**config.mk**
```make
export PLATFORM = sky130hd
export DESIGN_NAME = snoop_bus_request_blocking
export DESIGN_NICKNAME = d
export VERILOG_FILES = /design/src/sbrb_pkg.sv /design/src/sbrb_block_filter.sv /design/src/sbrb_snoop_resp.sv /design/src/snoop_bus_request_blocking.sv
export SDC_FILE = /design/constraint.sdc
export NUM_CORES = 1
export LEC_CHECK = 0
export BUFFER_PORTS_ARGS = -buffer_cell sky130_fd_sc_hd__buf_4
export CAP_MARGIN = 20
export CORE_AREA = 5 5 59 61
export CTS_CLUSTER_SIZE = 12
export DETAILED_ROUTE_END_ITERATION = 8
export DIE_AREA = 0 0 64 66
export MAX_ROUTING_LAYER = met4
export PLACE_DENSITY_LB_ADDON = 0.08
export SYNTH_ARGS = -nofsm -noshare
export SYNTH_HDL_FRONTEND = slang
export SYNTH_SLANG_ARGS = --single-unit
```
**constraint.sdc**
```tcl
create_clock -name clock_in -period 1.78 [get_ports clock_in]
set_clock_uncertainty 0.05 [all_clocks]
set_input_delay 0 -clock clock_in [delete_from_list [all_inputs] [get_ports clock_in]]
set_output_delay 0 -clock clock_in [all_outputs]
set_load 0.01 [all_outputs]
```
**src/sbrb_pkg.sv**
```systemverilog
// Package: shared types and constants for the snoop and bus request blocking block
package sbrb_pkg;

    // ****************************************************************
    // Timing constants
    // ****************************************************************
    localparam int unsigned SBRB_CLK_PERIOD_NS = 10;
    localparam int unsigned SBRB_SNOOP_LAT_CYC = 2;        // Request sample to status drive
    localparam logic [1:0] SBRB_SNOOP_LAT = 2'h2;
    localparam logic [1:0] SBRB_LAT_RESET = 2'h0;

    // ****************************************************************
    // Snoop status field layout and values
    // ****************************************************************
    localparam int unsigned SBRB_STAT_SHARED = 0;
    localparam int unsigned SBRB_STAT_RETRY = 1;
    localparam int unsigned SBRB_STAT_COPYBACK = 2;
    localparam logic [2:0] SBRB_STAT_NONE = 3'h0;
    localparam logic [2:0] SBRB_STAT_HIT = 3'h1;
    localparam logic [2:0] SBRB_STAT_COLLIDE = 3'h2;
    localparam logic [2:0] SBRB_STAT_MOD_HIT = 3'h7;

    // ****************************************************************
    // Master sequencer states
    // ****************************************************************
    typedef enum logic [2:0] {
        SBRB_IDLE = 3'b000,
        SBRB_REQ = 3'b001,
        SBRB_ADDR = 3'b010,
        SBRB_WAIT_DATA = 3'b011,
        SBRB_DATA = 3'b100
    } sbrb_mst_state_t;

    // System bus samples, all active high inside the block
    typedef struct packed {
        logic address_retry;
        logic addr_bus_busy;
        logic bus_grant;
        logic data_bus_grant;
        logic address_ack;
        logic transfer_ack;
        logic snoop_request;
        logic global_attr;
        logic addr_bus_busy_other;
    } sbrb_sys_in_t;

    // Cache lookup answer for a snooped address
    typedef struct packed {
        logic valid;
        logic main_hit;
        logic modified;
        logic collision;
    } sbrb_lookup_t;

    // Master request from the cache side
    typedef struct packed {
        logic valid;
        logic global_attr;
        logic split_bus;
        logic last_beat;
    } sbrb_req_t;

endpackage : sbrb_pkg

```
**src/sbrb_block_filter.sv**
```systemverilog
// Bus request blocking filter driven by address retry and address-bus-busy
`timescale 1ns/100ps
`default_nettype none
module sbrb_block_filter (
    input wire logic clock_in,
    input wire logic srst_in,
    input wire logic address_retry_in,
    input wire logic addr_bus_busy_in,
    output logic blocked_out,
    output logic block_start_out
);
    import sbrb_pkg::*;

    logic abb_prev_q;
    logic abb_prev_d;
    logic blocked_q;
    logic blocked_d;
    logic start;

    // ****************************************************************
    // Blocking decision
    // ****************************************************************
    // Retry only counts when busy was high the cycle before; this masks the late
    // negation of the snooper's retry right after busy drops.
    always_comb begin
        abb_prev_d = addr_bus_busy_in;
        start = address_retry_in && abb_prev_q;
        blocked_d = blocked_q;
        if (start) begin
            blocked_d = 1'b1;
        end else if (!address_retry_in || !abb_prev_q) begin
            blocked_d = 1'b0;
        end
    end

    always_ff @(posedge clock_in) begin
        if (srst_in) begin
            abb_prev_q <= 1'b0;
            blocked_q <= 1'b0;
        end else begin
            abb_prev_q <= abb_prev_d;
            blocked_q <= blocked_d;
        end
    end

    assign blocked_out = blocked_q;
    assign block_start_out = start;
endmodule : sbrb_block_filter
`default_nettype wire

```
**src/sbrb_snoop_resp.sv**
```systemverilog
// Snoop response: status timing, hold and copyback request trigger
`timescale 1ns/100ps
`default_nettype none
module sbrb_snoop_resp (
    input wire logic clock_in,
    input wire logic srst_in,
    input wire sbrb_pkg::sbrb_sys_in_t sys_in,
    input wire sbrb_pkg::sbrb_lookup_t lookup_in,
    output logic [2:0] status_d_out,
    output logic copyback_due_out,
    output logic snoop_capture_out
);
    import sbrb_pkg::*;

    logic [1:0] lat_q;
    logic [1:0] lat_d;
    logic [2:0] stat_q;
    logic [2:0] stat_d;
    logic sr_prev_q;
    logic sr_prev_d;
    logic cb_q;
    logic cb_d;
    logic capture;

    // ****************************************************************
    // Snoop timing
    // ****************************************************************
    // Request must be negated between snoops, so only its rising sample counts.
    always_comb begin
        capture = sys_in.snoop_request && sys_in.global_attr && !sr_prev_q;
        sr_prev_d = sys_in.snoop_request;
        lat_d = lat_q;
        stat_d = stat_q;
        cb_d = 1'b0;
        if (capture) begin
            lat_d = SBRB_SNOOP_LAT - 2'h1;
        end else if (lat_q != SBRB_LAT_RESET) begin
            lat_d = lat_q - 2'h1;
        end
        // Status appears two cycles after the sampled request
        if (lat_q == 2'h1) begin
            if (lookup_in.collision) begin
                stat_d = SBRB_STAT_COLLIDE;
            end else if (lookup_in.main_hit && lookup_in.modified) begin
                stat_d = SBRB_STAT_MOD_HIT;
                cb_d = 1'b1;
            end else if (lookup_in.main_hit) begin
                stat_d = SBRB_STAT_HIT;
            end else begin
                stat_d = SBRB_STAT_NONE;
            end
        end else if (!sys_in.addr_bus_busy) begin
            stat_d = SBRB_STAT_NONE;
        end
    end

    always_ff @(posedge clock_in) begin
        if (srst_in) begin
            lat_q <= SBRB_LAT_RESET;
            stat_q <= SBRB_STAT_NONE;
            sr_prev_q <= 1'b0;
            cb_q <= 1'b0;
        end else begin
            lat_q <= lat_d;
            stat_q <= stat_d;
            sr_prev_q <= sr_prev_d;
            cb_q <= cb_d;
        end
    end

    assign status_d_out = stat_d;
    assign copyback_due_out = cb_d;
    assign snoop_capture_out = capture;
endmodule : sbrb_snoop_resp
`default_nettype wire

```
**src/snoop_bus_request_blocking.sv**
```systemverilog
// Top: system bus snoop response and bus request blocking of a secondary cache
// ****************************************************************
// Overview of operation
// - Retry after busy: drop request, ignore grant
// - Stay blocked until retry negated or busy idle
// - No blocking when busy negated previous cycle
// - Ignore retry in cycle after busy negated
// - Drive snoop status two cycles after request
// - Non-global transactions are never snooped
// - Snoop miss leaves all status negated
// - Modified main hit: all status, copyback
// - Full speed: request one cycle after status
// - Half speed: request with retry status
// - Copyback issued with global attribute negated
// - Negate retry status after busy negated
// - Split bus: sample retry after address ack
// - Unqualified retry keeps bus; qualified releases it
// - Hold busy until address ack or end
// - Qualified grant: start, attributes, busy, drop request
// - Qualified data grant: data busy, data tenure
// - Retried master re-requests after copyback owner
// - Address bus reusable during other's data tenure
// - Snoop only with request and global both
// - Snoop status held until busy negated
// ****************************************************************
`timescale 1ns/100ps
`default_nettype none
module snoop_bus_request_blocking (
    input wire logic clock_in,
    input wire logic srst_in,
    input wire logic half_speed_in,
    input wire sbrb_pkg::sbrb_sys_in_t sys_in,
    input wire sbrb_pkg::sbrb_lookup_t lookup_in,
    input wire sbrb_pkg::sbrb_req_t req_in,
    output logic sys_bus_request_out,
    output logic sys_transfer_start_out,
    output logic sys_global_attr_out,
    output logic sys_addr_bus_busy_out,
    output logic sys_data_bus_busy_out,
    output logic [2:0] snoop_status_outputs_out,
    output logic retried_out,
    output logic copyback_active_out,
    output logic done_out
);
    import sbrb_pkg::*;

    // ****************************************************************
    // Declarations
    // ****************************************************************
    sbrb_mst_state_t state_q;
    sbrb_mst_state_t state_d;
    logic blocked;
    logic block_start;
    logic [2:0] stat_d;
    logic cb_due;
    logic cb_pend_q;
    logic cb_pend_d;
    logic cb_active_q;
    logic cb_active_d;
    logic split_q;
    logic split_d;
    logic aack_seen_q;
    logic aack_seen_d;
    logic retried_q;
    logic retried_d;
    logic wait_owner_q;
    logic wait_owner_d;
    logic br_q;
    logic br_d;
    logic ts_q;
    logic ts_d;
    logic gbl_q;
    logic gbl_d;
    logic abb_q;
    logic abb_d;
    logic dbb_q;
    logic dbb_d;
    logic done_q;
    logic done_d;
    logic [2:0] stat_q;
    logic want_bus;
    logic grant_ok;
    logic dgrant_ok;
    logic retry_hit;

    // ****************************************************************
    // Submodules
    // ****************************************************************
    sbrb_block_filter u_filter (
        .clock_in(clock_in),
        .srst_in(srst_in),
        .address_retry_in(sys_in.address_retry),
        .addr_bus_busy_in(sys_in.addr_bus_busy),
        .blocked_out(blocked),
        .block_start_out(block_start)
    );

    sbrb_snoop_resp u_snoop (
        .clock_in(clock_in),
        .srst_in(srst_in),
        .sys_in(sys_in),
        .lookup_in(lookup_in),
        .status_d_out(stat_d),
        .copyback_due_out(cb_due),
        .snoop_capture_out()
    );

    // Address bus is qualified only when no other master holds it
    function automatic logic qualified(input logic grant, input logic busy_other);
        qualified = grant && !busy_other;
    endfunction : qualified

    // ****************************************************************
    // Master sequencer
    // ****************************************************************
    // Grant is evaluated only in the request state, ahead of the want check, and only when not blocked;
    // a grant arriving during blocking is simply disregarded.
    always_comb begin
        state_d = state_q;
        cb_pend_d = cb_pend_q || cb_due;
        cb_active_d = cb_active_q;
        split_d = split_q;
        aack_seen_d = aack_seen_q;
        retried_d = retried_q;
        wait_owner_d = wait_owner_q;
        ts_d = 1'b0;
        gbl_d = gbl_q;
        abb_d = abb_q;
        dbb_d = dbb_q;
        done_d = 1'b0;
        want_bus = cb_pend_q || cb_due || (req_in.valid && !wait_owner_q);
        grant_ok = qualified(sys_in.bus_grant, sys_in.addr_bus_busy_other)
                   && !blocked && !block_start;
        dgrant_ok = qualified(sys_in.data_bus_grant, dbb_q);
        // Retry is qualified by address ack on a split bus, one cycle later
        retry_hit = sys_in.address_retry &&
                    (split_q ? aack_seen_q : 1'b1);
        // Retried master waits for the copyback owner to take the bus
        if (wait_owner_q && sys_in.addr_bus_busy_other) begin
            wait_owner_d = 1'b0;
        end
        case (state_q)
            SBRB_IDLE: begin
                if (want_bus) begin
                    state_d = SBRB_REQ;
                end
            end
            SBRB_REQ: begin
                if (grant_ok) begin
                    state_d = SBRB_ADDR;
                    ts_d = 1'b1;
                    abb_d = 1'b1;
                    cb_active_d = cb_pend_q;
                    cb_pend_d = cb_due;                            // New copyback stays pending
                    split_d = req_in.split_bus;
                    aack_seen_d = 1'b0;
                    gbl_d = cb_pend_q ? 1'b0 : req_in.global_attr;
                end else if (!want_bus) begin
                    state_d = SBRB_IDLE;
                end
            end
            SBRB_ADDR: begin
                aack_seen_d = sys_in.address_ack;
                if (retry_hit && !cb_active_q) begin
                    abb_d = 1'b0;
                    gbl_d = 1'b0;
                    retried_d = 1'b1;
                    wait_owner_d = 1'b1;
                    state_d = SBRB_IDLE;
                end else if (sys_in.address_ack || sys_in.transfer_ack) begin
                    abb_d = 1'b0;
                    gbl_d = 1'b0;
                    state_d = SBRB_WAIT_DATA;
                end
                if (dgrant_ok && !retry_hit) begin
                    dbb_d = 1'b1;
                    state_d = SBRB_DATA;
                end
            end
            SBRB_WAIT_DATA: begin
                // Address bus may pass to another master meanwhile
                aack_seen_d = 1'b0;
                if (split_q && aack_seen_q && sys_in.address_retry && !cb_active_q) begin
                    retried_d = 1'b1;
                    wait_owner_d = 1'b1;
                    state_d = SBRB_IDLE;
                end else if (dgrant_ok) begin
                    dbb_d = 1'b1;
                    state_d = SBRB_DATA;
                end
            end
            SBRB_DATA: begin
                abb_d = abb_q && !(sys_in.address_ack || sys_in.transfer_ack);
                if (sys_in.transfer_ack && req_in.last_beat) begin
                    dbb_d = 1'b0;
                    abb_d = 1'b0;
                    gbl_d = 1'b0;
                    done_d = 1'b1;
                    cb_active_d = 1'b0;
                    if (!cb_active_q) begin
                        retried_d = 1'b0;
                    end
                    state_d = SBRB_IDLE;
                end
            end
            default: begin
                state_d = SBRB_IDLE;
            end
        endcase
    end

    // ****************************************************************
    // Bus request output
    // ****************************************************************
    // Half speed raises request with the retry status; full speed one cycle later
    always_comb begin
        br_d = 1'b0;
        if ((state_d == SBRB_REQ) && !blocked && !block_start) begin
            br_d = 1'b1;
        end
        if (cb_due && half_speed_in) begin
            br_d = !blocked && !block_start;
        end else if (cb_due) begin
            br_d = 1'b0;
        end
        if (state_d == SBRB_ADDR) begin
            br_d = 1'b0;
        end
    end

    // ****************************************************************
    // Registers
    // ****************************************************************
    always_ff @(posedge clock_in) begin
        if (srst_in) begin
            state_q <= SBRB_IDLE;
            cb_pend_q <= 1'b0;
            cb_active_q <= 1'b0;
            split_q <= 1'b0;
            aack_seen_q <= 1'b0;
            retried_q <= 1'b0;
            wait_owner_q <= 1'b0;
            br_q <= 1'b0;
            ts_q <= 1'b0;
            gbl_q <= 1'b0;
            abb_q <= 1'b0;
            dbb_q <= 1'b0;
            done_q <= 1'b0;
            stat_q <= SBRB_STAT_NONE;
        end else begin
            state_q <= state_d;
            cb_pend_q <= cb_pend_d;
            cb_active_q <= cb_active_d;
            split_q <= split_d;
            aack_seen_q <= aack_seen_d;
            retried_q <= retried_d;
            wait_owner_q <= wait_owner_d;
            br_q <= br_d;
            ts_q <= ts_d;
            gbl_q <= gbl_d;
            abb_q <= abb_d;
            dbb_q <= dbb_d;
            done_q <= done_d;
            stat_q <= stat_d;
        end
    end

    // Outputs straight from flip-flops
    assign sys_bus_request_out = br_q;
    assign sys_transfer_start_out = ts_q;
    assign sys_global_attr_out = gbl_q;
    assign sys_addr_bus_busy_out = abb_q;
    assign sys_data_bus_busy_out = dbb_q;
    assign snoop_status_outputs_out = stat_q;
    assign retried_out = retried_q;
    assign copyback_active_out = cb_active_q;
    assign done_out = done_q;
endmodule : snoop_bus_request_blocking
`default_nettype wire

```
==> results.sh <==
export IMPL_synthXorXnorAreaFrac=0.00787
export IMPL_fmax_mhz=594
export IMPL_grt_max_degree=21
export IMPL_synthTopCellsByArea="dfxtp_1, a21oi_1, nand2_1"
export IMPL_rsz0062_at_grt="false"
export IMPL_worstSetupEndpointType="flop"
export IMPL_synth_edf_count=0
export IMPL_reg_top3="state_q x3, u_snoop.stat_q x3, u_snoop.lat_q x2"
export IMPL_layoutNonFillerInstCount=210
export IMPL_path_max_fanout=5
export IMPL_first_pass_iters=4
export IMPL_synth_simple_area_share=0.295
export IMPL_grt_first_pass_wirelength_mm=4.64
export IMPL_period_share=0.946
export IMPL_synth_most_common_cell="dfxtp_1"
export IMPL_num_vias=1088
export IMPL_synthAdderAreaFrac=0.0225
export IMPL_ant_nets=0
export IMPL_p_sw_frac=0.288
export IMPL_placed_cell_area_um2=1380
export IMPL_p_sw_mw=0.342
export IMPL_hp_class="primary input to flop"
export IMPL_grt_pass1_vias=1073
export IMPL_htree_levels=1
export IMPL_gp_congestion=0.794
export IMPL_path_cells="inv_1, ha_1, buf_4, nand3b_1, a21oi_1, dlygate4sd3_1"
export IMPL_synth_nets=150
export IMPL_worstReg2RegStart="u_snoop.lat_q[1]"
export IMPL_r2r_end="u_snoop.stat_q[2]"
export IMPL_finalHoldViolations=0
export IMPL_arrival_ps=1890
export IMPL_p_comb_frac=0.301
export IMPL_rrSetupSlack_ps=100
export IMPL_crit_start="u_snoop.lat_q[1]"
export IMPL_cp_slowest_cell="dlygate4sd3_1"
export IMPL_yosys_warnings=0
export IMPL_muxShareOfSynthArea=0
export IMPL_clock_sinks=23
export IMPL_timing_max_transition_violations_final=0
export IMPL_start_kind="flop"
export IMPL_hpwl_mm=2.08
export IMPL_tns_ps=0
export IMPL_synth_top_family_by_area="simple AND/OR/NAND/NOR gates"
export IMPL_setup_viol=0
export IMPL_synthCells=128
export IMPL_async_reset_ff_frac=0
export IMPL_pwr_density_cell_nw_per_um2=744
export IMPL_port_buffers=29
export IMPL_core_um2=2930
export IMPL_synth_common_cells="dfxtp_1, a21oi_1, nand2_1, nor2_1, nand2b_1"
export IMPL_grt_overflow_total=0
export IMPL_drive_gt1_frac=0.299
export IMPL_clk_pin_slew_ps=120
export IMPL_p_leak_nw=0.688
export IMPL_clockPowerShare=0.199
export IMPL_numCtsBuffers=3
export IMPL_die_y_um=66
export IMPL_place_inst=189
export IMPL_cts_tree="built"
export IMPL_p_seq_frac=0.499
export IMPL_endpoint="u_snoop.stat_q[2]"
export IMPL_crit_required_ps=1990
export IMPL_p_int_mw=0.847
export IMPL_tightest_slew_ps=355
export IMPL_ios=31
export IMPL_reg2reg_depth=6
export IMPL_grt_total_usage=0.139
export IMPL_ys_flop_type="dfxtp_1"
export IMPL_relSlewSlack=0.764
export IMPL_vias_per_cell=5.18
export IMPL_rows=20
export IMPL_max_stage_delay_ps=550
export IMPL_drt_iter0_drc=55
export IMPL_syn_to_final_growth_pct=43.8
export IMPL_synth_cell_area_um2=1110
export IMPL_synth_compound_area_frac=0.226
export IMPL_ys_seq_area_frac=0.414
export IMPL_cts_root_buf="clkbuf_4"
export IMPL_ir_drop_v=0.000502
export IMPL_nets=200
export IMPL_synth_top_cell_by_area="dfxtp_1"
export IMPL_route_detailed_drc=0
export IMPL_totalWireLength_mm=2.86
export IMPL_ys_types=42
export IMPL_design_area_um2=1600
export IMPL_clk_path_buf_depth=2
export IMPL_path_class="flop to flop"
export IMPL_finalCriticalPeriod_ps=1680
export IMPL_synth_ff_latch_count=23
export IMPL_diodes=0
export IMPL_floorplan_initialDensity=0.380
export IMPL_status="finished, final reports clean"
export IMPL_cap_viol_max_count=0
export IMPL_postCtsSetupBuffers=0
export IMPL_clk_latency_ps=300
export IMPL_die_w_um=64
export IMPL_fp_dieArea_um2=4220
export IMPL_wl_per_cell_um=13.6
export IMPL_antenna_found_initial=0
export IMPL_synth_avg_cell_area_um2=8.69
export IMPL_synth_top_cell_area_share=0.414
==> power groups by stage <==
stage	Combinational (mW)	Sequential [mW]	Clock, mW
floorplan	0.181	0.605	0
detailed placement	0.307	0.604	0
finish	0.358	0.594	0.237
global placement	0.300	0.601	0
global route	0.392	0.600	0.278
CTS	0.352	0.592	0.247
==> kinds of logic after synthesis <==
logic type	after synthesis
and+or+nand+nor	54
AOI/OAI and AO/OA	38
DFF	23
buffers and inverters	10
adders and majority gates	2
xor gates and xnor gates	1
==> per-layer routing <==
layer / global-route usage / share of wire / vias up
li1: - / - / 552
met1: 0.167 / 0.46 / 506
met2: 0.232 / 0.48 / 28
met3: 0.0306 / 0.051 / 2
met4: 0.0416 / 0.0073 / 0
met5: - / 0 / -
==> area by class of cell <==
| cell class | count | area, um^2 |
|---|---|---|
| Fill cell | 293 | 1330 |
| Multi-Input combinational cell | 95 | 628 |
| Timing Repair Buffer | 50 | 418 |
| Sequential cell | 23 | 467 |
| Clock buffer | 4 | 26.3 |
| Tap cell | 33 | 41.3 |
| Inverter | 5 | 18.8 |
==> through the flow <==
step                hold slack, ps  total power, mW  utilization  setup slack [ps]
floorplan                     78.2            0.786            -               261
global placement               179            0.901        0.472               174
detailed placement             183            0.911        0.472              91.6
CTS                           14.7             1.19        0.539              25.8
global route                  9.76             1.27        0.546              3.74
finish                        21.8             1.19        0.546              96.2
==> worst max-delay path: cells and delay by family (launching register included) <==
family | cells | cell delay [ps]
buf+inv | 3 | 760
flops | 1 | 340
compound gates | 1 | 130
simple gates | 1 | 140
fa+ha+maj | 1 | 210
==> cell usage in the layout, fill, tap and decap left out, types with 2 or more instances in the layout <==
master,count
buf_4,33
dfxtp_1,18
dlygate4sd3_1,17
a21oi_1,14
nand2_1,11
nor2_1,10
inv_1,5
nand2b_1,5
dfxtp_2,5
nand3b_1,4
o21ai_1,4
nor2b_1,4
a211oi_1,3
nor3_2,3
o21ai_0,3
clkbuf_4,3
and2b_1,2
a22oi_1,2
o22a_1,2
and3_1,2
ha_1,2
==> worst min path at each step <==
stage | depth (start not counted) | end | startpoint | slack (ps)
6_report | 3 | u_snoop.stat_q[1] | lookup_in[2] | 20
5_1_grt | 3 | u_snoop.stat_q[1] | lookup_in[2] | 10
4_1_cts | 3 | u_snoop.stat_q[1] | lookup_in[2] | 10
3_5_place_dp | 2 | u_snoop.sr_prev_q | sys_in[2] | 180
3_3_place_gp | 2 | u_snoop.sr_prev_q | sys_in[2] | 180
2_1_floorplan | 1 | u_filter.abb_prev_q | sys_in[7] | 80
==> repair_timing <==
| action | 4_1_cts | 5_1_grt |
|---|---|---|
| endpoints found under the setup margin | 0 | 3 |
| endpoints found under the hold margin | 21 | 0 |
| gates resized for setup | 0 | 9 |
| hold buffers | 17 | 0 |
(Power assumes the default switching activity.)
